<file path="config.mk">
export PLATFORM = sky130hd
export DESIGN_NAME = pad_state_controller
export DESIGN_NICKNAME = d
export VERILOG_FILES = /design/src/rtl/pad_state_pkg.sv /design/src/rtl/pad_snap_if.sv /design/src/rtl/pad_hold_snapshot.sv /design/src/rtl/pad_state_controller.sv
export VERILOG_INCLUDE_DIRS = /design/src /design/src/rtl
export SDC_FILE = /design/constraint.sdc
export NUM_CORES = 1
export LEC_CHECK = 0
export BUFFER_PORTS_ARGS = -buffer_cell sky130_fd_sc_hd__buf_4
export CELL_PAD_IN_SITES_DETAIL_PLACEMENT = 1
export CELL_PAD_IN_SITES_GLOBAL_PLACEMENT = 1
export CORE_UTILIZATION = 37
export DETAILED_ROUTE_END_ITERATION = 12
export HOLD_SLACK_MARGIN = 0.1
export PLACE_DENSITY = 0.84
export SLEW_MARGIN = 20
export SYNTH_ARGS = -nofsm -noshare
export SYNTH_HDL_FRONTEND = slang
export SYNTH_SLANG_ARGS = --single-unit
</file>
<file path="constraint.sdc">
create_clock -name clk_in -period 3.2 [get_ports clk_in]
set_input_delay 0.48 -clock clk_in [delete_from_list [all_inputs] [get_ports clk_in]]
set_output_delay 0.48 -clock clk_in [all_outputs]
set_load 0.01 [all_outputs]
</file>
<file path="src/rtl/pad_state_defines.svh">
`ifndef PAD_STATE_DEFINES_SVH
`define PAD_STATE_DEFINES_SVH

`define PAD_NUM_PINS    8
`define PAD_TYPE_W      4
`define PAD_FUNC_W      4
`define PAD_MODE_W      3
`define PAD_STATE_W     3
`define PAD_ACT_W       4
`define PAD_INIT_W      4
`define PAD_INIT_CYCLES 4'h4
`define PAD_RST_LEVEL   1'h0
`define PAD_SHUT_LEVEL  1'h0
`define PAD_DEBUG_PULL  1'h1

`define ST_CODE_POR     3'h0
`define ST_CODE_EXTRST  3'h1
`define ST_CODE_RUN     3'h3
`define ST_CODE_SBHOLD  3'h2
`define ST_CODE_SBSHUT  3'h6
`define ST_CODE_DSHOLD  3'h7
`define ST_CODE_DSSHUT  3'h5
`define ST_CODE_DSRET   3'h4

`endif

</file>
<file path="src/rtl/pad_state_pkg.sv">
package pad_state_pkg;
  `include "pad_state_defines.svh"

  typedef enum logic [`PAD_STATE_W-1:0] {
    ST_POR     = `ST_CODE_POR,
    ST_EXT_RST = `ST_CODE_EXTRST,
    ST_RUN     = `ST_CODE_RUN,
    ST_SB_HOLD = `ST_CODE_SBHOLD,
    ST_SB_SHUT = `ST_CODE_SBSHUT,
    ST_DS_HOLD = `ST_CODE_DSHOLD,
    ST_DS_SHUT = `ST_CODE_DSSHUT,
    ST_DS_RET  = `ST_CODE_DSRET
  } cpu_state_t;

  typedef enum logic [`PAD_TYPE_W-1:0] {
    TYPE_A, TYPE_B, TYPE_C, TYPE_D, TYPE_E, TYPE_F,
    TYPE_G, TYPE_H, TYPE_I, TYPE_J, TYPE_K
  } pin_type_t;

  typedef enum logic [`PAD_FUNC_W-1:0] {
    FN_OSC, FN_EXTCLK, FN_GPIO, FN_ANALOG, FN_DEBUG, FN_NMI,
    FN_WAKEUP, FN_EXTINT, FN_I2CS, FN_CEC, FN_OTHER
  } func_sel_t;

  typedef enum logic [`PAD_MODE_W-1:0] {
    PM_RUN, PM_SLEEP, PM_TIMER, PM_RTC, PM_STOP, PM_DS_STOP, PM_DS_RTC
  } pwr_mode_t;

  typedef enum logic [`PAD_ACT_W-1:0] {
    ACT_SHUT, ACT_OPEN, ACT_PULL, ACT_CKG, ACT_OSCR, ACT_OSCS,
    ACT_REG, ACT_NOPU, ACT_HOLD, ACT_HSHUT, ACT_COPY, ACT_ANA
  } pad_act_t;
endpackage

</file>
<file path="src/rtl/pad_snap_if.sv">
`timescale 1ns/100ps
`include "pad_state_defines.svh"
interface pad_snap_if #(parameter int N_PINS = `PAD_NUM_PINS);
  logic [N_PINS-1:0] live_oe, live_out, live_pu;
  logic [N_PINS-1:0] gpio_oe, gpio_out, gpio_pu;
  logic [N_PINS-1:0] held_oe, held_out, held_pu;
  logic [N_PINS-1:0] copy_oe, copy_out, copy_pu;
  logic              capture;
  modport ctl (output live_oe, live_out, live_pu, gpio_oe, gpio_out, gpio_pu,
               capture, input held_oe, held_out, held_pu, copy_oe, copy_out,
               copy_pu);
  modport store (input live_oe, live_out, live_pu, gpio_oe, gpio_out, gpio_pu,
                 capture, output held_oe, held_out, held_pu, copy_oe, copy_out,
                 copy_pu);
endinterface

</file>
<file path="src/rtl/pad_hold_snapshot.sv">
`timescale 1ns/100ps
`include "pad_state_defines.svh"
module pad_hold_snapshot #(
  parameter int N_PINS = `PAD_NUM_PINS
) (
  input wire logic clk_in,
  input wire logic rst_n_in,
  pad_snap_if.store bus
);
  logic [6*N_PINS-1:0] snap_r;
  logic [6*N_PINS-1:0] snap_nxt;

  // The snapshot tracks the live pad values and freezes on leaving the reset and run states.
  always_comb begin
    snap_nxt = snap_r;
    if (bus.capture) begin
      snap_nxt = {bus.live_oe, bus.live_out, bus.live_pu,
                  bus.gpio_oe, bus.gpio_out, bus.gpio_pu};
    end
  end

  always_ff @(posedge clk_in) begin
    if (!rst_n_in) begin
      snap_r <= {6*N_PINS{`PAD_RST_LEVEL}};
    end else begin
      snap_r <= snap_nxt;
    end
  end

  assign {bus.held_oe, bus.held_out, bus.held_pu,
          bus.copy_oe, bus.copy_out, bus.copy_pu} = snap_r;
endmodule // pad_hold_snapshot

</file>
<file path="src/rtl/pad_state_controller.sv">
// Contract
// - Shut-off: no drive, no pull, input zero.
// - Input-open: no drive, no pull, input passes.
// - Configured-pull: no drive, pull from config.
// - Clock input gated while oscillator stopped.
// - Oscillator pin runs or stops per state.
// - Register-controlled: drive and pull from registers.
// - Controlled-no-pull: registers drive, pull forced off.
// - Hold-open: keep pre-entry values, input open.
// - Hold-shut: keep pre-entry values, input gated.
// - GPIO-copy: hold pre-entry GPIO values, input gated.
// - Power-on or low-supply reset is state one.
// - External reset or post-power init is state two.
// - Standby holds or shuts by pin-level bit.
// - Deep standby holds gated or shuts by bit.
// - Deep standby return holds while hold bit set.
// - Oscillator function: no drive, no pull, input zero.
// - Digital function on oscillator pin stops oscillator.
// - Analog function: no drive, no pull, input zero.
// - Digital function on analog pin disables analog.
// - Debug pin pulls up in external reset.
// - Pin type without resistor never pulls up.
`timescale 1ns/100ps
`include "pad_state_defines.svh"
module pad_state_controller
  import pad_state_pkg::*;
#(
  parameter int N_PINS = `PAD_NUM_PINS
) (
  input  wire logic              clk_in,
  input  wire logic              rst_n_in,
  input  wire logic              por_in,
  input  wire logic              ext_reset_n_in,
  input  wire pwr_mode_t         pwr_mode_in,
  input  wire logic              standby_pin_level_bit_in,
  input  wire logic              io_hold_control_in,
  input  wire pin_type_t         pin_type_in [N_PINS],
  input  wire func_sel_t         func_sel_in [N_PINS],
  input  wire logic [N_PINS-1:0] gpio_out_in,
  input  wire logic [N_PINS-1:0] gpio_oe_in,
  input  wire logic [N_PINS-1:0] gpio_pu_in,
  input  wire logic [N_PINS-1:0] periph_out_in,
  input  wire logic [N_PINS-1:0] periph_oe_in,
  input  wire logic [N_PINS-1:0] periph_pu_in,
  input  wire logic [N_PINS-1:0] pullup_config_register_in,
  input  wire logic [N_PINS-1:0] osc_running_in,
  input  wire logic [N_PINS-1:0] pad_pin_in,
  output logic      [N_PINS-1:0] pad_out_out,
  output logic      [N_PINS-1:0] pad_oe_out,
  output logic      [N_PINS-1:0] pad_pu_out,
  output logic      [N_PINS-1:0] core_din_out,
  output logic      [N_PINS-1:0] osc_en_out,
  output logic      [N_PINS-1:0] analog_en_out,
  output cpu_state_t             cpu_state_out
);
  function automatic logic [31:0] row8(input pad_act_t a1, a2, a3, a4, a5, a6, a7, a8);
    return {a8, a7, a6, a5, a4, a3, a2, a1};
  endfunction

  localparam logic [31:0] R_OFF = {8{ACT_SHUT}};
  localparam logic [31:0] R_ANA = {8{ACT_ANA}};
  localparam logic [31:0] R_STD = row8(ACT_SHUT, ACT_SHUT, ACT_REG, ACT_HOLD,
                                       ACT_SHUT, ACT_HSHUT, ACT_SHUT, ACT_HSHUT);
  localparam logic [31:0] R_STB = row8(ACT_SHUT, ACT_SHUT, ACT_REG, ACT_HOLD,
                                       ACT_SHUT, ACT_COPY, ACT_SHUT, ACT_COPY);
  localparam logic [31:0] R_MOSC = row8(ACT_OSCS, ACT_OSCS, ACT_OSCR, ACT_OSCR,
                                        ACT_OSCR, ACT_OSCS, ACT_OSCS, ACT_OSCS);
  localparam logic [31:0] R_SOSC = row8(ACT_OSCS, ACT_OSCR, ACT_OSCR, ACT_OSCR,
                                        ACT_OSCR, ACT_OSCR, ACT_OSCR, ACT_OSCR);
  localparam logic [31:0] R_ECLK = row8(ACT_SHUT, ACT_SHUT, ACT_CKG, ACT_CKG,
                                        ACT_CKG, ACT_SHUT, ACT_SHUT, ACT_SHUT);
  localparam logic [31:0] R_GPG = row8(ACT_SHUT, ACT_OPEN, ACT_NOPU, ACT_HOLD,
                                       ACT_SHUT, ACT_HSHUT, ACT_SHUT, ACT_HSHUT);
  localparam logic [31:0] R_GPI = row8(ACT_SHUT, ACT_OPEN, ACT_REG, ACT_HOLD,
                                       ACT_SHUT, ACT_SHUT, ACT_SHUT, ACT_SHUT);
  localparam logic [31:0] R_GPK = row8(ACT_SHUT, ACT_OPEN, ACT_REG, ACT_HOLD,
                                       ACT_SHUT, ACT_HSHUT, ACT_SHUT, ACT_HSHUT);
  localparam logic [31:0] R_DBG = row8(ACT_SHUT, ACT_PULL, ACT_REG, ACT_PULL,
                                       ACT_PULL, ACT_PULL, ACT_PULL, ACT_PULL);
  localparam logic [31:0] R_NMI = row8(ACT_SHUT, ACT_SHUT, ACT_PULL, ACT_PULL,
                                       ACT_PULL, ACT_SHUT, ACT_SHUT, ACT_SHUT);
  localparam logic [31:0] R_WAKE = row8(ACT_SHUT, ACT_SHUT, ACT_PULL, ACT_PULL,
                                        ACT_PULL, ACT_PULL, ACT_PULL, ACT_PULL);
  localparam logic [31:0] R_EXJ = row8(ACT_SHUT, ACT_SHUT, ACT_PULL, ACT_PULL,
                                       ACT_PULL, ACT_COPY, ACT_SHUT, ACT_COPY);
  localparam logic [31:0] R_EXK = row8(ACT_SHUT, ACT_SHUT, ACT_REG, ACT_HOLD,
                                       ACT_PULL, ACT_COPY, ACT_SHUT, ACT_COPY);
  localparam logic [31:0] R_CEC = row8(ACT_SHUT, ACT_SHUT, ACT_NOPU, ACT_NOPU,
                                       ACT_NOPU, ACT_NOPU, ACT_NOPU, ACT_NOPU);

  function automatic logic [2:0] state_idx(input cpu_state_t s);
    unique case (s)
      ST_POR:     return 3'h0;
      ST_EXT_RST: return 3'h1;
      ST_RUN:     return 3'h2;
      ST_SB_HOLD: return 3'h3;
      ST_SB_SHUT: return 3'h4;
      ST_DS_HOLD: return 3'h5;
      ST_DS_SHUT: return 3'h6;
      ST_DS_RET:  return 3'h7;
    endcase
  endfunction

  // Undefined table cells fall back to shut-off, the safest pad state.
  function automatic pad_act_t act_lookup(input pin_type_t t, input func_sel_t f,
                                          input cpu_state_t s);
    logic [31:0] row;
    logic        jk;
    jk = (t == TYPE_J) || (t == TYPE_K);
    case (f)
      FN_OSC:    row = (t == TYPE_A || t == TYPE_B) ? R_MOSC :
                       (t == TYPE_C || t == TYPE_D) ? R_SOSC : R_OFF;
      FN_EXTCLK: row = (t == TYPE_A || t == TYPE_C) ? R_ECLK : R_OFF;
      FN_GPIO:   row = (t == TYPE_B) ? R_STB : (t == TYPE_G) ? R_GPG :
                       (t == TYPE_I) ? R_GPI : (t == TYPE_K) ? R_GPK : R_STD;
      FN_ANALOG: row = (t == TYPE_I) ? R_ANA : R_OFF;
      FN_DEBUG:  row = (t == TYPE_H) ? R_DBG : R_OFF;
      FN_NMI:    row = (t == TYPE_H) ? R_NMI : R_OFF;
      FN_WAKEUP: row = (jk || t == TYPE_I) ? R_WAKE : R_OFF;
      FN_EXTINT: row = (t == TYPE_J) ? R_EXJ : (t == TYPE_K) ? R_EXK : R_OFF;
      FN_I2CS:   row = (t == TYPE_K) ? R_EXK : R_OFF;
      FN_CEC:    row = (t == TYPE_J) ? R_CEC : R_OFF;
      FN_OTHER:  row = jk ? R_STB : R_OFF;
      default:   row = R_OFF;
    endcase
    return pad_act_t'(row[{state_idx(s), 2'h0} +: `PAD_ACT_W]);
  endfunction

  logic                    por_meta_r, por_sync_r, ext_meta_n_r, ext_sync_n_r;
  logic [N_PINS-1:0]       pad_meta_r, pad_sync_r;
  cpu_state_t              cpu_state_r, cpu_state_nxt;
  logic                    ds_wake_r, ds_wake_nxt;
  logic [`PAD_INIT_W-1:0]  init_cnt_r, init_cnt_nxt;
  logic                    no_rst_c;
  logic [N_PINS-1:0]       gpio_own;
  wire  [N_PINS-1:0]       oe_nxt, out_nxt, pu_nxt, din_nxt, osc_nxt, ana_nxt;
  pad_act_t                act_w [N_PINS];

  pad_snap_if #(.N_PINS(N_PINS)) snap_bus ();

  // Reset sources and the pad levels come from outside the clock domain.
  always_ff @(posedge clk_in) begin
    if (!rst_n_in) begin
      {por_meta_r, por_sync_r} <= 2'h3;
      {ext_meta_n_r, ext_sync_n_r} <= 2'h0;
      pad_meta_r <= '0;
      pad_sync_r <= '0;
    end else begin
      {por_meta_r, por_sync_r} <= {por_in, por_meta_r};
      {ext_meta_n_r, ext_sync_n_r} <= {ext_reset_n_in, ext_meta_n_r};
      pad_meta_r <= pad_pin_in;
      pad_sync_r <= pad_meta_r;
    end
  end

  assign no_rst_c = !por_sync_r && ext_sync_n_r && (init_cnt_r == '0);

  always_comb begin
    cpu_state_nxt = ST_RUN;
    ds_wake_nxt   = ds_wake_r;
    init_cnt_nxt  = (init_cnt_r != '0) ? init_cnt_r - 1'h1 : init_cnt_r;
    if (por_sync_r) begin
      cpu_state_nxt = ST_POR;
      ds_wake_nxt   = 1'h0;
      init_cnt_nxt  = `PAD_INIT_CYCLES;
    end else if (!ext_sync_n_r || init_cnt_r != '0) begin
      cpu_state_nxt = ST_EXT_RST;
      ds_wake_nxt   = 1'h0;
    end else begin
      case (pwr_mode_in)
        PM_RUN, PM_SLEEP: begin
          if (ds_wake_r && io_hold_control_in) begin
            cpu_state_nxt = ST_DS_RET;
          end else begin
            ds_wake_nxt = 1'h0;
          end
        end
        PM_TIMER, PM_RTC, PM_STOP: begin
          cpu_state_nxt = standby_pin_level_bit_in ? ST_SB_SHUT : ST_SB_HOLD;
        end
        PM_DS_STOP, PM_DS_RTC: begin
          cpu_state_nxt = standby_pin_level_bit_in ? ST_DS_SHUT : ST_DS_HOLD;
          ds_wake_nxt   = 1'h1;
        end
        default: cpu_state_nxt = ST_RUN;
      endcase
    end
  end

  always_ff @(posedge clk_in) begin
    if (!rst_n_in) begin
      cpu_state_r <= ST_POR;
      ds_wake_r   <= 1'h0;
      init_cnt_r  <= `PAD_INIT_CYCLES;
    end else begin
      cpu_state_r <= cpu_state_nxt;
      ds_wake_r   <= ds_wake_nxt;
      init_cnt_r  <= init_cnt_nxt;
    end
  end

  always_comb begin
    for (int i = 0; i < N_PINS; i++) begin
      gpio_own[i] = (func_sel_in[i] == FN_GPIO);
    end
  end

  // Hold states need the values in force before entry, so capture stops
  // as soon as the state register leaves the reset and run states.
  assign snap_bus.live_oe  = (gpio_own & gpio_oe_in) | (~gpio_own & periph_oe_in);
  assign snap_bus.live_out = (gpio_own & gpio_out_in) | (~gpio_own & periph_out_in);
  assign snap_bus.live_pu  = (gpio_own & gpio_pu_in) | (~gpio_own & periph_pu_in);
  assign snap_bus.gpio_oe  = gpio_oe_in;
  assign snap_bus.gpio_out = gpio_out_in;
  assign snap_bus.gpio_pu  = gpio_pu_in;
  assign snap_bus.capture  = (cpu_state_r == ST_POR) || (cpu_state_r == ST_EXT_RST)
                             || (cpu_state_r == ST_RUN);

  pad_hold_snapshot #(.N_PINS(N_PINS)) u_snap (
    .clk_in   (clk_in),
    .rst_n_in (rst_n_in),
    .bus      (snap_bus.store)
  );

  for (genvar i = 0; i < N_PINS; i++) begin : g_pin
    logic oe_c, out_c, pu_c, din_c, osc_c, ana_c, dbg_c;

    always_comb begin
      act_w[i] = act_lookup(pin_type_in[i], func_sel_in[i], cpu_state_r);
      dbg_c = (pin_type_in[i] == TYPE_H) && (func_sel_in[i] == FN_DEBUG)
              && (cpu_state_r == ST_EXT_RST);
      oe_c  = 1'h0;
      out_c = 1'h0;
      pu_c  = 1'h0;
      din_c = `PAD_SHUT_LEVEL;
      osc_c = 1'h0;
      ana_c = 1'h0;
      unique case (act_w[i])
        ACT_SHUT:  din_c = `PAD_SHUT_LEVEL;
        ACT_OPEN:  din_c = pad_sync_r[i];
        ACT_PULL: begin
          din_c = pad_sync_r[i];
          pu_c  = dbg_c ? `PAD_DEBUG_PULL : pullup_config_register_in[i];
        end
        ACT_CKG:   din_c = osc_running_in[i] & pad_sync_r[i];
        ACT_OSCR:  osc_c = 1'h1;
        ACT_OSCS:  osc_c = 1'h0;
        ACT_REG: begin
          oe_c  = snap_bus.live_oe[i];
          out_c = snap_bus.live_out[i];
          pu_c  = snap_bus.live_pu[i];
          din_c = pad_sync_r[i];
        end
        ACT_NOPU: begin
          oe_c  = snap_bus.live_oe[i];
          out_c = snap_bus.live_out[i];
          din_c = pad_sync_r[i];
        end
        ACT_HOLD, ACT_HSHUT: begin
          oe_c  = snap_bus.held_oe[i];
          out_c = snap_bus.held_out[i];
          pu_c  = snap_bus.held_pu[i];
          din_c = (act_w[i] == ACT_HOLD) ? pad_sync_r[i] : `PAD_SHUT_LEVEL;
        end
        ACT_COPY: begin
          oe_c  = snap_bus.copy_oe[i];
          out_c = snap_bus.copy_out[i];
          pu_c  = snap_bus.copy_pu[i];
        end
        ACT_ANA:   ana_c = 1'h1;
        default:   din_c = `PAD_SHUT_LEVEL;
      endcase
      if (pin_type_in[i] == TYPE_G) begin
        pu_c = 1'h0;
      end
    end

    assign oe_nxt[i]  = oe_c;
    assign out_nxt[i] = out_c;
    assign pu_nxt[i]  = pu_c;
    assign din_nxt[i] = din_c;
    assign osc_nxt[i] = osc_c;
    assign ana_nxt[i] = ana_c;

  end

  always_ff @(posedge clk_in) begin
    if (!rst_n_in) begin
      pad_oe_out    <= '0;
      pad_out_out   <= '0;
      pad_pu_out    <= '0;
      core_din_out  <= '0;
      osc_en_out    <= '0;
      analog_en_out <= '0;
      cpu_state_out <= ST_POR;
    end else begin
      pad_oe_out    <= oe_nxt;
      pad_out_out   <= out_nxt;
      pad_pu_out    <= pu_nxt;
      core_din_out  <= din_nxt;
      osc_en_out    <= osc_nxt;
      analog_en_out <= ana_nxt;
      cpu_state_out <= cpu_state_r;
    end
  end
endmodule // pad_state_controller

</file>
### Word level (Yosys, flattened, before mapping)

Memory sizes are Yosys's and may differ from the RTL's.
Index checks and enable logic that the tools add are counted.

| storage, ports and cells | value |
|---|---|
| bits in registers | 127 |
| memory bits (read-only) | 192 |
| input port bits | 145 |
| output and inout port bits | 51 |
| memories kept | 8 |

| operators by class | value |
|---|---|
| add/sub/neg operators | 1 |
| equal/unequal tests | 233 |
| shift-type cells | 8 |
| muxes and demuxes | 199 |
| bitwise operators | 19 |
| reduce and logical (&&, ||, !) cells | 119 |

Memory list:

| name | words | bits a word | rd ports | clocked after memory_dff | wr ports | line | RTL |
|---|---|---|---|---|---|---|---|
| (name not given) | 8 | 3 | 1 | 0 | 0 | pad_state_controller.sv:92 | `unique case (s)` |
| (name not given) | 8 | 3 | 1 | 0 | 0 | pad_state_controller.sv:92 |  |
| (name not given) | 8 | 3 | 1 | 0 | 0 | pad_state_controller.sv:92 |  |
| (name not given) | 8 | 3 | 1 | 0 | 0 | pad_state_controller.sv:92 |  |
| (name not given) | 8 | 3 | 1 | 0 | 0 | pad_state_controller.sv:92 |  |
| (name not given) | 8 | 3 | 1 | 0 | 0 | pad_state_controller.sv:92 |  |
| 2 more memories | -- | -- | -- | -- | -- | -- |  |

Operator list:

| kind | count |
|---|---|
| 32-bit one-hot mux with 11 select lines | 8 |
| 32-bit 2-to-1 mux | 56 |
| 31-bit 2-to-1 mux | 24 |
| 30-bit 2-to-1 mux | 16 |
| 4-bit == test (second input constant) | 80 |
| 4-bit by 3-bit == test with 1-bit output (second input constant) | 72 |
| 18-bit 2-to-1 mux | 16 |
| 32-bit by 6-bit indexed part select with 4-bit output | 8 |
| 4-bit by 2-bit == test with 1-bit output (second input constant) | 48 |
| 4-bit by 1-bit == test with 1-bit output (second input constant) | 24 |
| 1-bit one-hot mux with 3 select lines | 24 |
| 4-bit zero test | 16 |
| 2-bit OR reduction | 27 |
| 8-bit AND | 6 |
| 1-bit logical OR | 43 |
| 5-bit 2-to-1 mux | 8 |
| 1-bit 2-to-1 mux | 34 |
| 1-bit one-hot mux with 4 select lines | 8 |
| 4-bit OR reduction | 8 |
| 8-bit bitwise OR | 3 |
| 1-bit logical AND | 17 |
| 3-bit by 2-bit == test with 1-bit output (second input constant) | 3 |
| 3-bit == test (second input constant) | 3 |
| 3-bit one-hot mux with 3 select lines | 1 |
| 15 further kinds | 26 |

### Longest topological paths before layout

Gate-level depths: netlist (run 1).

| logic depth | value |
|---|---|
| word-level depth | 10 |
| depth in mapped cells | 14 |
| depth with buffers taken out | 10 |

### Hierarchy

From an unflattened synthesis (run 1), not the netlist that was laid out.

| unflattened totals | value |
|---|---|
| cell total of the unflattened synthesis | 1,345 |
| area total of the unflattened synthesis | 10,427.5 um2 |

Modules (own cells, without submodules):

| module | instances | cells an instance | area each (um2) |
|---|---|---|---|
| pad_state_controller | 1 | 1,190 | 8,582.0 |
| pad_hold_snapshot | 1 | 155 | 1,845.5 |

### Least setup slack after synthesis (run 1)

OpenSTA, ideal clock, no wires.

| timing path | value |
|---|---|
| path kind | reg-to-reg |
| start | register cpu_state_r[1] |
| end | register pad_out_out[1] |
| setup time | 0.117 ns |
| arrival | 3.060 ns |
| setup slack | 0.024 ns |
| cell stages (with the launch flop) | 14 |
| buffers on the path | 4 |
| clock period less this slack | 3.176 ns |
| path through | dfxtp_1 > buf_2 > inv_1 > clkbuf_1 > ha_1 > buf_4 > or3_1 > nand2_1 > buf_4 > a31oi_1 > o311ai_1 > o311ai_2 > a32o_1 > a22o_1 |

| on the way | value |
|---|---|
| word-level cells in the longest chain between the ends | 5 |

RTL lines:

| item | line | RTL |
|---|---|---|
| start, declared | pad_state_controller.sv:131 | `cpu_state_t cpu_state_r, cpu_state_nxt;` |
| start signal, assigned | pad_state_controller.sv:196 | `cpu_state_r <= cpu_state_nxt;` |
| memory read 8 x 3 bit * | -- |  |
| 32-bit by 6-bit indexed part select with 4-bit output * | pad_state_controller.sv:126 | `` return pad_act_t'(row[{state_idx(s), 2'h0} +: `PAD_ACT_W]); `` |
| 4-bit == test / 4-bit by 3-bit == test with 1-bit output (equally long branches) | pad_state_controller.sv:238 | `unique case (act_w[i])` |
| 2-bit OR reduction, on equally long branches | -- |  |
| 1-bit one-hot mux with 3 select lines * | pad_state_controller.sv:238 |  |
| end signal, assigned | pad_state_controller.sv:298 | `pad_out_out <= out_nxt;` |
| end, declared | pad_state_controller.sv:48 | `output logic [N_PINS-1:0] pad_out_out,` |

Every way passes the cells marked *; elsewhere a longest branch is shown, timed or not.
A chain may end at the register's enable or synchronous reset.

### Worst setup path after layout (run 1)

| timing path | value |
|---|---|
| start | register cpu_state_r[0] |
| end | register pad_out_out[5] |

The elaborated chain is that of the path after synthesis.

==> run_results.csv, run 1 <==
group,metric,value,unit
synth,syn-num-nets,1544,
synth,synth_area,10290,um^2
timing,tightest_slew,0.8281,ns
placement,dp_hpwl,31570,um
setup_path,startpoint,"cpu_state_r[0]",
timing,fin_worst_skew,0.01442,ns
setup_path,timing.critical_path.mode_cell,"buf_4",
global_route,antenna_found_initial,1,
route,ant_nets,0,
clock_network,clock_path_buffers,2,
synth,netlist_instances,1394,
setup_path,endpoint,"pad_out_out[5]",
final_layout,layout_common_cells,"buf_4, nand2_1, dfxtp_1",
setup_path,crit_path_end_kind,"flop",
final_layout,largest_register_ffs,48,
clock_network,htree_levels,4,
setup_path,critPathKind,"flop to flop",
timing,slew_viol_final,0,
timing,timing.fmax,333.6,MHz
synth,synth_edf_count,0,
timing,fin_crit,2.997,ns
synth,syn_avg_cell_area,7.381,um^2
timing,setup_viol_count_final,0,
clock_network,cts_tree,"yes",
setup_path,rr_startpoint,"cpu_state_r[0]",
setup_path,crit_buf_inv,3,
timing,relSlewSlack,44.01,%
placement,gp_congestion,0.9652,
setup_path,ff2ff_setup_slack,0.20,ns
timing,rsz0062_at_grt,"false",
route,drt_iter0_markers,1226,
final_layout,syn_to_final_growth,24.27,%
global_route,grt_usage,29.98,%
clock_network,clk_pin_slew_worst_paths,0.07,ns
timing,period_share,93.66,%
final_layout,fin_nets,1694,
setup_path,reg2regPathDepth,11,
synth,yosys_warnings,0,
floorplan,die_height,168.8,um
synth,synthArstFlopShare,0,%
power_and_ir_drop,irDropWorstVdd,0.0002567,V
timing,fin_setup_tns,0,ns
power_and_ir_drop,powerDensity,361.8,nW/um^2
clock_network,post_cts_buffers,0,
setup_path,slowest_delay,0.47,ns
final_layout,final_cells,1929,
setup_path,path_cells,"inv_1, ha_2, xnor2_2, buf_4, or2_2, a2111oi_0, a311oi_1, buf_4, nor2_1, a32oi_1, mux2i_1",
power_and_ir_drop,cellLeakagePower,0.004963,uW
setup_path,reg2reg_to,"pad_out_out[5]",
final_layout,drive_above_1_share,21.34,%
synth,synth_flop_cell,"dfxtp_1",
floorplan,start_util,37.96,%
clock_network,cts.sinks,127,
route,dr.pass1.iters,5,
global_route,grt_pass1_vias,12341,
hold_path,hold_class,"primary input to flop",
clock_network,cts_root_buf,"clkbuf_16",
placement,port_buffers,195,
global_route,grt_max_degree,56,
setup_path,crit_family,"simple AND/OR/NAND/NOR gates",
route,avgViaCountPerCell,6.330,
clock_network,cts_made_buffers,17,
placement,dpl.cell_count,1897,
run,max_cap_viol_count,0,
final_layout,mostFrequentLayoutCell,"buf_4",
final_layout,top_register,"u_snap.snap_r",
setup_path,critPathMaxFanout,14,
synth,synthTopCellsByArea,"dfxtp_1, nand2_1, a21oi_1",
synth,synth_seq_area_share,24.71,%
route,drc,0,
synth,ys_types,103,
route,wl,43340,um
floorplan,die-area,28480,um^2
global_route,grt_pass1_wl,67940,um
setup_path,crit_required,3.55,ns
setup_path,worst_path_max_delay_cell,"ha_2",
route,num_vias,12211,
setup_path,cp.depth,11,
setup_path,critical_path_arrival,3.35,ns
floorplan,core-area,27100,um^2
synth,yosys.area.top_type_share,24.71,%
floorplan,rows,60,
setup_path,critPathLaunchType,"flop",
timing,hold_viol,0,
route,routedWlPerCell,22.47,um
run_status,outcome,"finished, final reports clean",
synth,post-synth-top-area-cell,"dfxtp_1",
floorplan,die_w,168.8,um
floorplan,top_level_ports,196,
synth,synth-seq-cells,127,
global_route,grt_overflow,0,
clock_network,worstSkewPairLatency,0.44,ns
==> where the power goes <==
part / internal [uW] / switching (uW)
logic: 299 / 451
clock network: 1320 / 896
registers: 1630 / 26.6
total: 3250 / 1370
==> per-layer routing <==
layer  global-route usage (%)  vias to the layer above  share of wire [%]
met4                    12.25                        0                3.4
met5                        0                        -                  0
met3                    4.138                      105                6.5
li1                         -                     5549                  -
met1                    38.94                     6022                 44
met2                    49.84                      535                 46
==> worst min path at each step <==
stage / from / end / cells past startpoint
after floorplan: por_meta_r / por_sync_r / 1
after global placement: por_meta_r / por_sync_r / 1
after detailed placement: por_meta_r / por_sync_r / 1
after CTS: por_in / por_meta_r / 2
after global routing: por_in / por_meta_r / 2
final: por_in / por_meta_r / 2
==> metrics by stage <==
| step | cell area [um^2] | setup WS (ns) | hold WS (ns) | total power, uW | util (%) |
|---|---|---|---|---|---|
| floorplan | 10290 | 0.02365 | 0.3863 | 2108 | - |
| global route | 12780 | 0.01161 | 0.2410 | 4749 | 47.17 |
| finish | 12790 | 0.2027 | 0.2308 | 4626 | 47.18 |
| detailed placement | 12110 | -0.009824 | 0.4020 | 2422 | 44.68 |
| CTS | 12750 | 0.01812 | 0.2298 | 4616 | 47.06 |
| global placement | 12110 | 0.1610 | 0.4083 | 2406 | 44.68 |
==> synth_stat cells (all sizes together), types with 32 or more instances <==
cell type and count:
nor2b 33, o21ai 60, buf 53, nor3 52
inv 32, nand2b 38, clkbuf 60, nand2 164
nor2 115, a21oi 103, nand3 36, dfxtp 127
==> cell families (layout without fill, tap and decap cells) <==
group / after synthesis / count (layout) / synth area share [%]
fa+ha+maj: 5 / 5 / 0.6081
buf+inv: 145 / 307 / 5.886
flops: 127 / 127 / 24.71
simple gates: 665 / 665 / 36.19
compound gates: 404 / 404 / 27.90
other cells: 0 / 1 / 0
mux: 30 / 30 / 3.028
xor+xnor: 18 / 18 / 1.678
==> what timing repair did <==
action,in CTS,in global routing
endpoints found under the setup margin,4,22
hold buffers,0,0
pin swaps,0,0
gates resized for setup,2,6
==> final cells by class <==
cell class | instances | area (um^2)
timing repair buffer | 244 | 1832
clock buffer | 17 | 425.4
tap | 372 | 465.4
fill | 3365 | 14320
sequential | 127 | 2544
clock inverter | 14 | 207.7
multi-input combinational | 1122 | 7189
inverter | 32 | 120.1
antenna | 1 | 2.502
Note: power is estimated with default switching activity, not from simulation.
==> inputs of run 2 (changes only) <==
--- a/config.mk
+++ b/config.mk
@@ -7,9 +7,10 @@
 export NUM_CORES = 1
 export LEC_CHECK = 0
 export BUFFER_PORTS_ARGS = -buffer_cell sky130_fd_sc_hd__buf_4
-export CELL_PAD_IN_SITES_DETAIL_PLACEMENT = 1
+export CELL_PAD_IN_SITES_DETAIL_PLACEMENT = 0
 export CELL_PAD_IN_SITES_GLOBAL_PLACEMENT = 1
 export CORE_UTILIZATION = 37
+export CTS_CLUSTER_SIZE = 20
 export DETAILED_ROUTE_END_ITERATION = 12
 export HOLD_SLACK_MARGIN = 0.1
 export PLACE_DENSITY = 0.84
==> constraint.sdc (replaced) <==
create_clock -name clk_in -period 2.5 [get_ports clk_in]
set_input_delay 0.375 -clock clk_in [delete_from_list [all_inputs] [get_ports clk_in]]
set_output_delay 0.375 -clock clk_in [all_outputs]
set_load 0.01 [all_outputs]
==> run 2 against run 1 <==
The run now ends with negative setup slack left. Routed wire length fell by 4.8%. Critical path depth rose by 1. Highest routed layer unchanged. Sequential power rose by 28%. First-iteration DRC count fell by 12%. Via count rose by 4.4%. Non-clock buffer count rose by 244. Worst hold slack got worse by 0.097 ns. Final area rose by 21%. Die area did not move. Critical path type unchanged. Clock skew fell by 0.0041 ns.
==> run_results.csv, run 2 (synthesis results as in run 1) <==
group,metric,value,unit
power_and_ir_drop,p_switching,1797,uW
placement,dp_slack,-0.2321,ns
power_and_ir_drop,p_sw_share,30.67,%
power_and_ir_drop,total_power,5860,uW
timing,fin_worst_skew,0.01030,ns
setup_path,critPathKind,"flop to flop",
timing,hold_viol,0,
global_route,antenna_found_initial,0,
setup_path,critPathMaxFanout,6,
floorplan,top_level_ports,196,
run_status,outcome,"finished with violations",
timing,relSlewSlack,48.58,%
floorplan,start_util,37.96,%
route,dr.pass1.iters,5,
power_and_ir_drop,clkPwrFrac,43.9,%
power_and_ir_drop,p_int,4062,uW
final_layout,fin_util,56.99,%
final_layout,top_register,"u_snap.snap_r",
power_and_ir_drop,power_frac_seq,36.2,%
timing,tightest_slew,0.7702,ns
floorplan,die_w,168.8,um
route,wl,41240,um
clock_network,clk_pin_slew_worst_paths,0.06,ns
setup_path,timing.critical_path.mode_cell,"a21oi_2",
run,max_cap_viol_count,0,
final_layout,layout_common_cells,"buf_4, nand2_1, dfxtp_1",
floorplan,core-area,27100,um^2
final_layout,ff_latch_area,2546,um^2
power_and_ir_drop,powerDensity,379.4,nW/um^2
clock_network,cts_root_buf,"clkbuf_16",
global_route,grt_pass1_vias,12185,
route,ant_nets,0,
hold_path,hold_class,"primary input to flop",
final_layout,multiInputGateArea,7849,um^2
timing,period_share,104.8,%
floorplan,die_height,168.8,um
clock_network,worstSkewPairLatency,0.44,ns
global_route,grt_pass1_wl,64030,um
final_layout,n_antenna_cell,0,
route,drt_iter0_markers,1080,
placement,gp_congestion,1.010,
timing,slew_viol_final,0,
setup_path,crit_path_end_kind,"flop",
final_layout,n_fill_cell,2484,
setup_path,critical_path_arrival,2.99,ns
power_and_ir_drop,cellLeakagePower,0.006317,uW
power_and_ir_drop,irDropWorstVdd,0.0004221,V
timing,rsz0062_at_grt,"true",
global_route,grt_max_degree,56,
run_status,violations,"negative setup slack",
clock_network,cts_tree,"yes",
setup_path,slowest_delay,0.36,ns
route,num_vias,12745,
timing,timing.fmax,381.7,MHz
placement,dpl.cell_count,2121,
route,drc,0,
timing,fin_crit,2.620,ns
placement,port_buffers,195,
global_route,grt_overflow,0,
final_layout,mostFrequentLayoutCell,"buf_4",
clock_network,clock_path_buffers,2,
timing,setup_viol_count_final,14,
final_layout,drive_above_1_share,37.70,%
global_route,grt_usage,28.12,%
setup_path,crit_required,2.87,ns
placement,dp_hpwl,30780,um
clock_network,htree_levels,4,
clock_network,cts.sinks,127,
setup_path,path_cells,"inv_4, ha_4, buf_12, xor2_4, buf_6, nand3_1, a21oi_2, o311ai_2, a32oi_2, nand2_1, a211o_1, a21oi_2",
clock_network,cts_made_buffers,17,
route,avgViaCountPerCell,5.865,
final_layout,largest_register_ffs,48,
final_layout,fin_nets,1938,
final_layout,syn_to_final_growth,50.13,%
floorplan,die-area,28480,um^2
floorplan,rows,60,
route,routedWlPerCell,18.98,um
setup_path,critPathLaunchType,"flop",
setup_path,worst_path_max_delay_cell,"dfxtp_2",
final_layout,final_cells,2173,
timing,layout_setup_ws,-0.1199,ns
power_and_ir_drop,combPwrFrac,19.8,%
## run 2: cell count changes in the layout (fill, tap and decap cells not counted), sizes merged
cell	previous run	this run
bufinv	4	1
clkinv	5	4
diode	1	0
inv	36	41
buf	244	488
## run 2: critical path: cells and delay by family, from the launching register on
family	cells	cell delay (ns)
AND/OR/NAND/NOR	2	0.26
buffers and inverters	3	0.33
AO/OA/AOI/OAI	5	1.06
adder cells (fa/ha/maj)	1	0.31
flip-flops	1	0.36
XOR/XNOR	1	0.23
## run 2: power groups by stage
stage                     combinational, uW  clock, uW  sequential, uW
after floorplan                         546          0            2160
after global placement                 1090          0            2170
after detailed placement               1090          0            2170
after CTS                              1120       2610            2120
after global routing                   1250       2680            2130
final                                  1160       2570            2120
## run 2: worst paths after layout
kind	from	endpoint	slack [ns]	cells after the start
worst max-delay path	cpu_state_r[1]	pad_pu_out[3]	-0.12	12
worst min-delay path	por_in	por_meta_r	0.13	2
worst max register to register	cpu_state_r[1]	pad_pu_out[3]	-0.12	12
worst min register to register	por_meta_r	por_sync_r	0.43	1
## run 2: area by class of cell
type                    instances  area share [%]
multi-input cells            1122           50.81
repair buffers                488           25.05
flip-flops and latches        127           16.48
well taps                     372           3.013
clock buffers                  17           2.754
clock inverters                15           1.094
inverters                      32          0.7938
## run 2: stage by stage
stage / hold slack, ns / cell area, um^2 / TNS (ns)
final: 0.1339 / 15450 / -0.7115
after global placement: 0.3943 / 13970 / -2.431
after CTS: 0.1265 / 14900 / -0.1185
after global routing: 0.1412 / 15450 / -3.348
after detailed placement: 0.4190 / 13970 / -4.027
after floorplan: 0.3863 / 10400 / -2.515
## run 2: repair_timing
item                                   CTS  global route
setup endpoints to repair               37            41
gates resized for setup                 57            93
pin swaps                               46            62
endpoints found under the hold margin    0             0
hold buffers                             0             0
setup buffers                            7            14
## run 2: per-layer routing
| metal | vias to the layer above | track usage (%) | share of wire [%] |
|---|---|---|---|
| met4 | 0 | 10.32 | 2.8 |
| met1 | 6067 | 36.59 | 43 |
| met2 | 531 | 46.53 | 47 |
| li1 | 6053 | - | - |
| met3 | 94 | 4.746 | 6.7 |
| met5 | - | 0 | 0 |
==> inputs of run 3 (changes only) <==
--- a/config.mk
+++ b/config.mk
@@ -14,6 +14,7 @@
 export DETAILED_ROUTE_END_ITERATION = 12
 export HOLD_SLACK_MARGIN = 0.1
 export PLACE_DENSITY = 0.84
+export REMOVE_ABC_BUFFERS = 1
 export SLEW_MARGIN = 20
 export SYNTH_ARGS = -nofsm -noshare
 export SYNTH_HDL_FRONTEND = slang
==> run 3 against run 2 <==
The flow still finishes with violations (negative setup slack). Final area down 0.67%. Core utilization fell by 0.38 points. Global-route usage fell by 0.91 points. Sequential cell count unchanged. Clock skew grew 0.00055 ns. Count of clock-buffer cells in the layout up 3. Setup slack better by 0.034 ns. Clock power is 14% higher. Final cell count rose by 0.28%. Highest routed layer unchanged. Critical endpoint is now core_din_out[3]. Sequential share of layout area rose by 0.13 points.
==> run_results.csv, run 3 (synthesis results as in run 1) <==
group,metric,value,unit
floorplan,die-area,28480,um^2
route,dr.pass1.iters,7,
placement,dp_hpwl,29560,um
global_route,grt_pass1_wl,62150,um
timing,timing.fmax,386.6,MHz
global_route,grt_overflow,0,
placement,port_buffers,195,
final_layout,layout_common_cells,"buf_4, nand2_1, dfxtp_1",
timing,relSlewSlack,55.57,%
clock_network,htree_levels,4,
floorplan,die_w,168.8,um
global_route,grt_max_degree,36,
setup_path,crit_path_end_kind,"flop",
final_layout,top_register,"u_snap.snap_r",
timing,layout_setup_ws,-0.08635,ns
timing,fin_worst_skew,0.01085,ns
setup_path,critPathLaunchType,"flop",
clock_network,cts_tree,"yes",
setup_path,crit_family,"simple AND/OR/NAND/NOR gates",
clock_network,clk_pin_slew_worst_paths,0.07,ns
final_layout,post-route-cell-area,15340,um^2
route,ant_nets,0,
setup_path,crit_required,2.84,ns
setup_path,crit_buf_inv,3,
floorplan,start_util,37.96,%
setup_path,slowest_delay,0.38,ns
timing,tightest_slew,0.6572,ns
global_route,grt_pass1_vias,11986,
setup_path,critical_path_arrival,2.93,ns
placement,gp_congestion,1.007,
timing,slew_viol_final,0,
route,drt_iter0_markers,996,
final_layout,n_fill_cell,2505,
final_layout,syn_to_final_growth,49.12,%
setup_path,critPathKind,"flop to flop",
route,avgViaCountPerCell,5.832,
floorplan,die_height,168.8,um
timing,setup_viol_count_final,4,
power_and_ir_drop,cellLeakagePower,0.006314,uW
final_layout,drive_above_1_share,36.03,%
run_status,outcome,"finished with violations",
final_layout,largest_register_ffs,48,
clock_network,cts_made_buffers,17,
run_status,violations,"negative setup slack",
floorplan,top_level_ports,196,
setup_path,worst_path_max_delay_cell,"a211oi_2",
timing,fin_setup_tns,-0.1838,ns
final_layout,fin_nets,1944,
route,drc,0,
clock_network,clock_path_buffers,2,
final_layout,mostFrequentLayoutCell,"buf_4",
global_route,grt_usage,27.22,%
final_layout,multiInputGateArea,7649,um^2
floorplan,rows,60,
route,routedWlPerCell,18.47,um
route,wl,40240,um
hold_path,hold_class,"primary input to flop",
setup_path,critPathMaxFanout,8,
timing,hold_viol,0,
setup_path,timing.critical_path.mode_cell,"buf_6",
timing,rsz0062_at_grt,"true",
clock_network,cts.sinks,127,
global_route,antenna_found_initial,0,
power_and_ir_drop,total_power,6194,uW
final_layout,fin_util,56.61,%
placement,placedInstanceArea,13870,um^2
clock_network,cts_hold_buf,0,
run,max_cap_viol_count,0,
timing,period_share,103.5,%
final_layout,ff_latch_area,2549,um^2
route,num_vias,12709,
power_and_ir_drop,irDropWorstVdd,0.0003914,V
final_layout,n_antenna_cell,0,
floorplan,core-area,27100,um^2
clock_network,cts_root_buf,"clkbuf_16",
power_and_ir_drop,powerDensity,403.7,nW/um^2
clock_network,worstSkewPairLatency,0.43,ns
timing,fin_crit,2.586,ns
setup_path,path_cells,"inv_2, ha_4, buf_6, nor3_4, buf_6, nor4_2, a31oi_1, o31ai_1, a211oi_2, nor2b_2, xnor2_1, nor4_1",
## run 3: worst paths after layout
kind / cells past startpoint / to / slack (ns) / start
setup reg to reg: 12 / core_din_out[3] / -0.09 / cpu_state_r[0]
hold / removal: 2 / por_meta_r / 0.13 / por_in
hold reg to reg: 1 / por_sync_r / 0.43 / por_meta_r
setup / recovery: 12 / core_din_out[3] / -0.09 / cpu_state_r[0]
## run 3: repair_timing
action                                  4_1_cts  5_1_grt
pin swaps                                    25       35
endpoints found under the setup margin       48       39
gates cloned                                  1        2
setup buffers                                13       10
gates resized for setup                      55       76
## run 3: final cells by class
type | instances | share of cell area (%)
Inverter | 32 | 0.7829
Clock buffer | 20 | 3.042
Clock inverter | 12 | 1.337
Multi-Input combinational cell | 1123 | 49.85
Timing Repair Buffer | 493 | 25.34
Sequential cell | 127 | 16.61
Tap cell | 372 | 3.034
## run 3: per-stage QoR
step / cells / setup WS (ns) / hold slack [ns]
final: 2179 / -0.08635 / 0.1311
after global routing: 2179 / -0.1889 / 0.1339
after CTS: 2167 / 0.005122 / 0.1232
after detailed placement: 2121 / -0.4746 / 0.4097
after global placement: 2121 / -0.3615 / 0.3872
after floorplan: 1281 / -1.495 / 0.3863
## run 3: report_power, final
part / internal [uW] / switching, uW
Clock: 1860 / 1060
Sequential: 2090 / 32.0
Combinational: 546 / 603
Total: 4500 / 1700
## run 3: worst reg2reg max path, stage by stage, from the launching register on
cell	delay, ns
dfxtp_2	0.34
inv_2	0.05
ha_4	0.31
buf_6	0.14
nor3_4	0.25
buf_6	0.17
nor4_2	0.04
a31oi_1	0.15
o31ai_1	0.10
a211oi_2	0.38
nor2b_2	0.23
xnor2_1	0.08
nor4_1	0.26
## run 3: layer usage
metal / vias up / wire, um / track usage (%) / share of wire [%]
met1: 5973 / 17260 / 34.88 / 43
met4: 0 / 1314 / 11.66 / 3.3
li1: 6060 / - / - / -
met2: 582 / 18780 / 44.54 / 47
met5: - / 0 / 0 / 0
met3: 94 / 2884 / 5.097 / 7.2
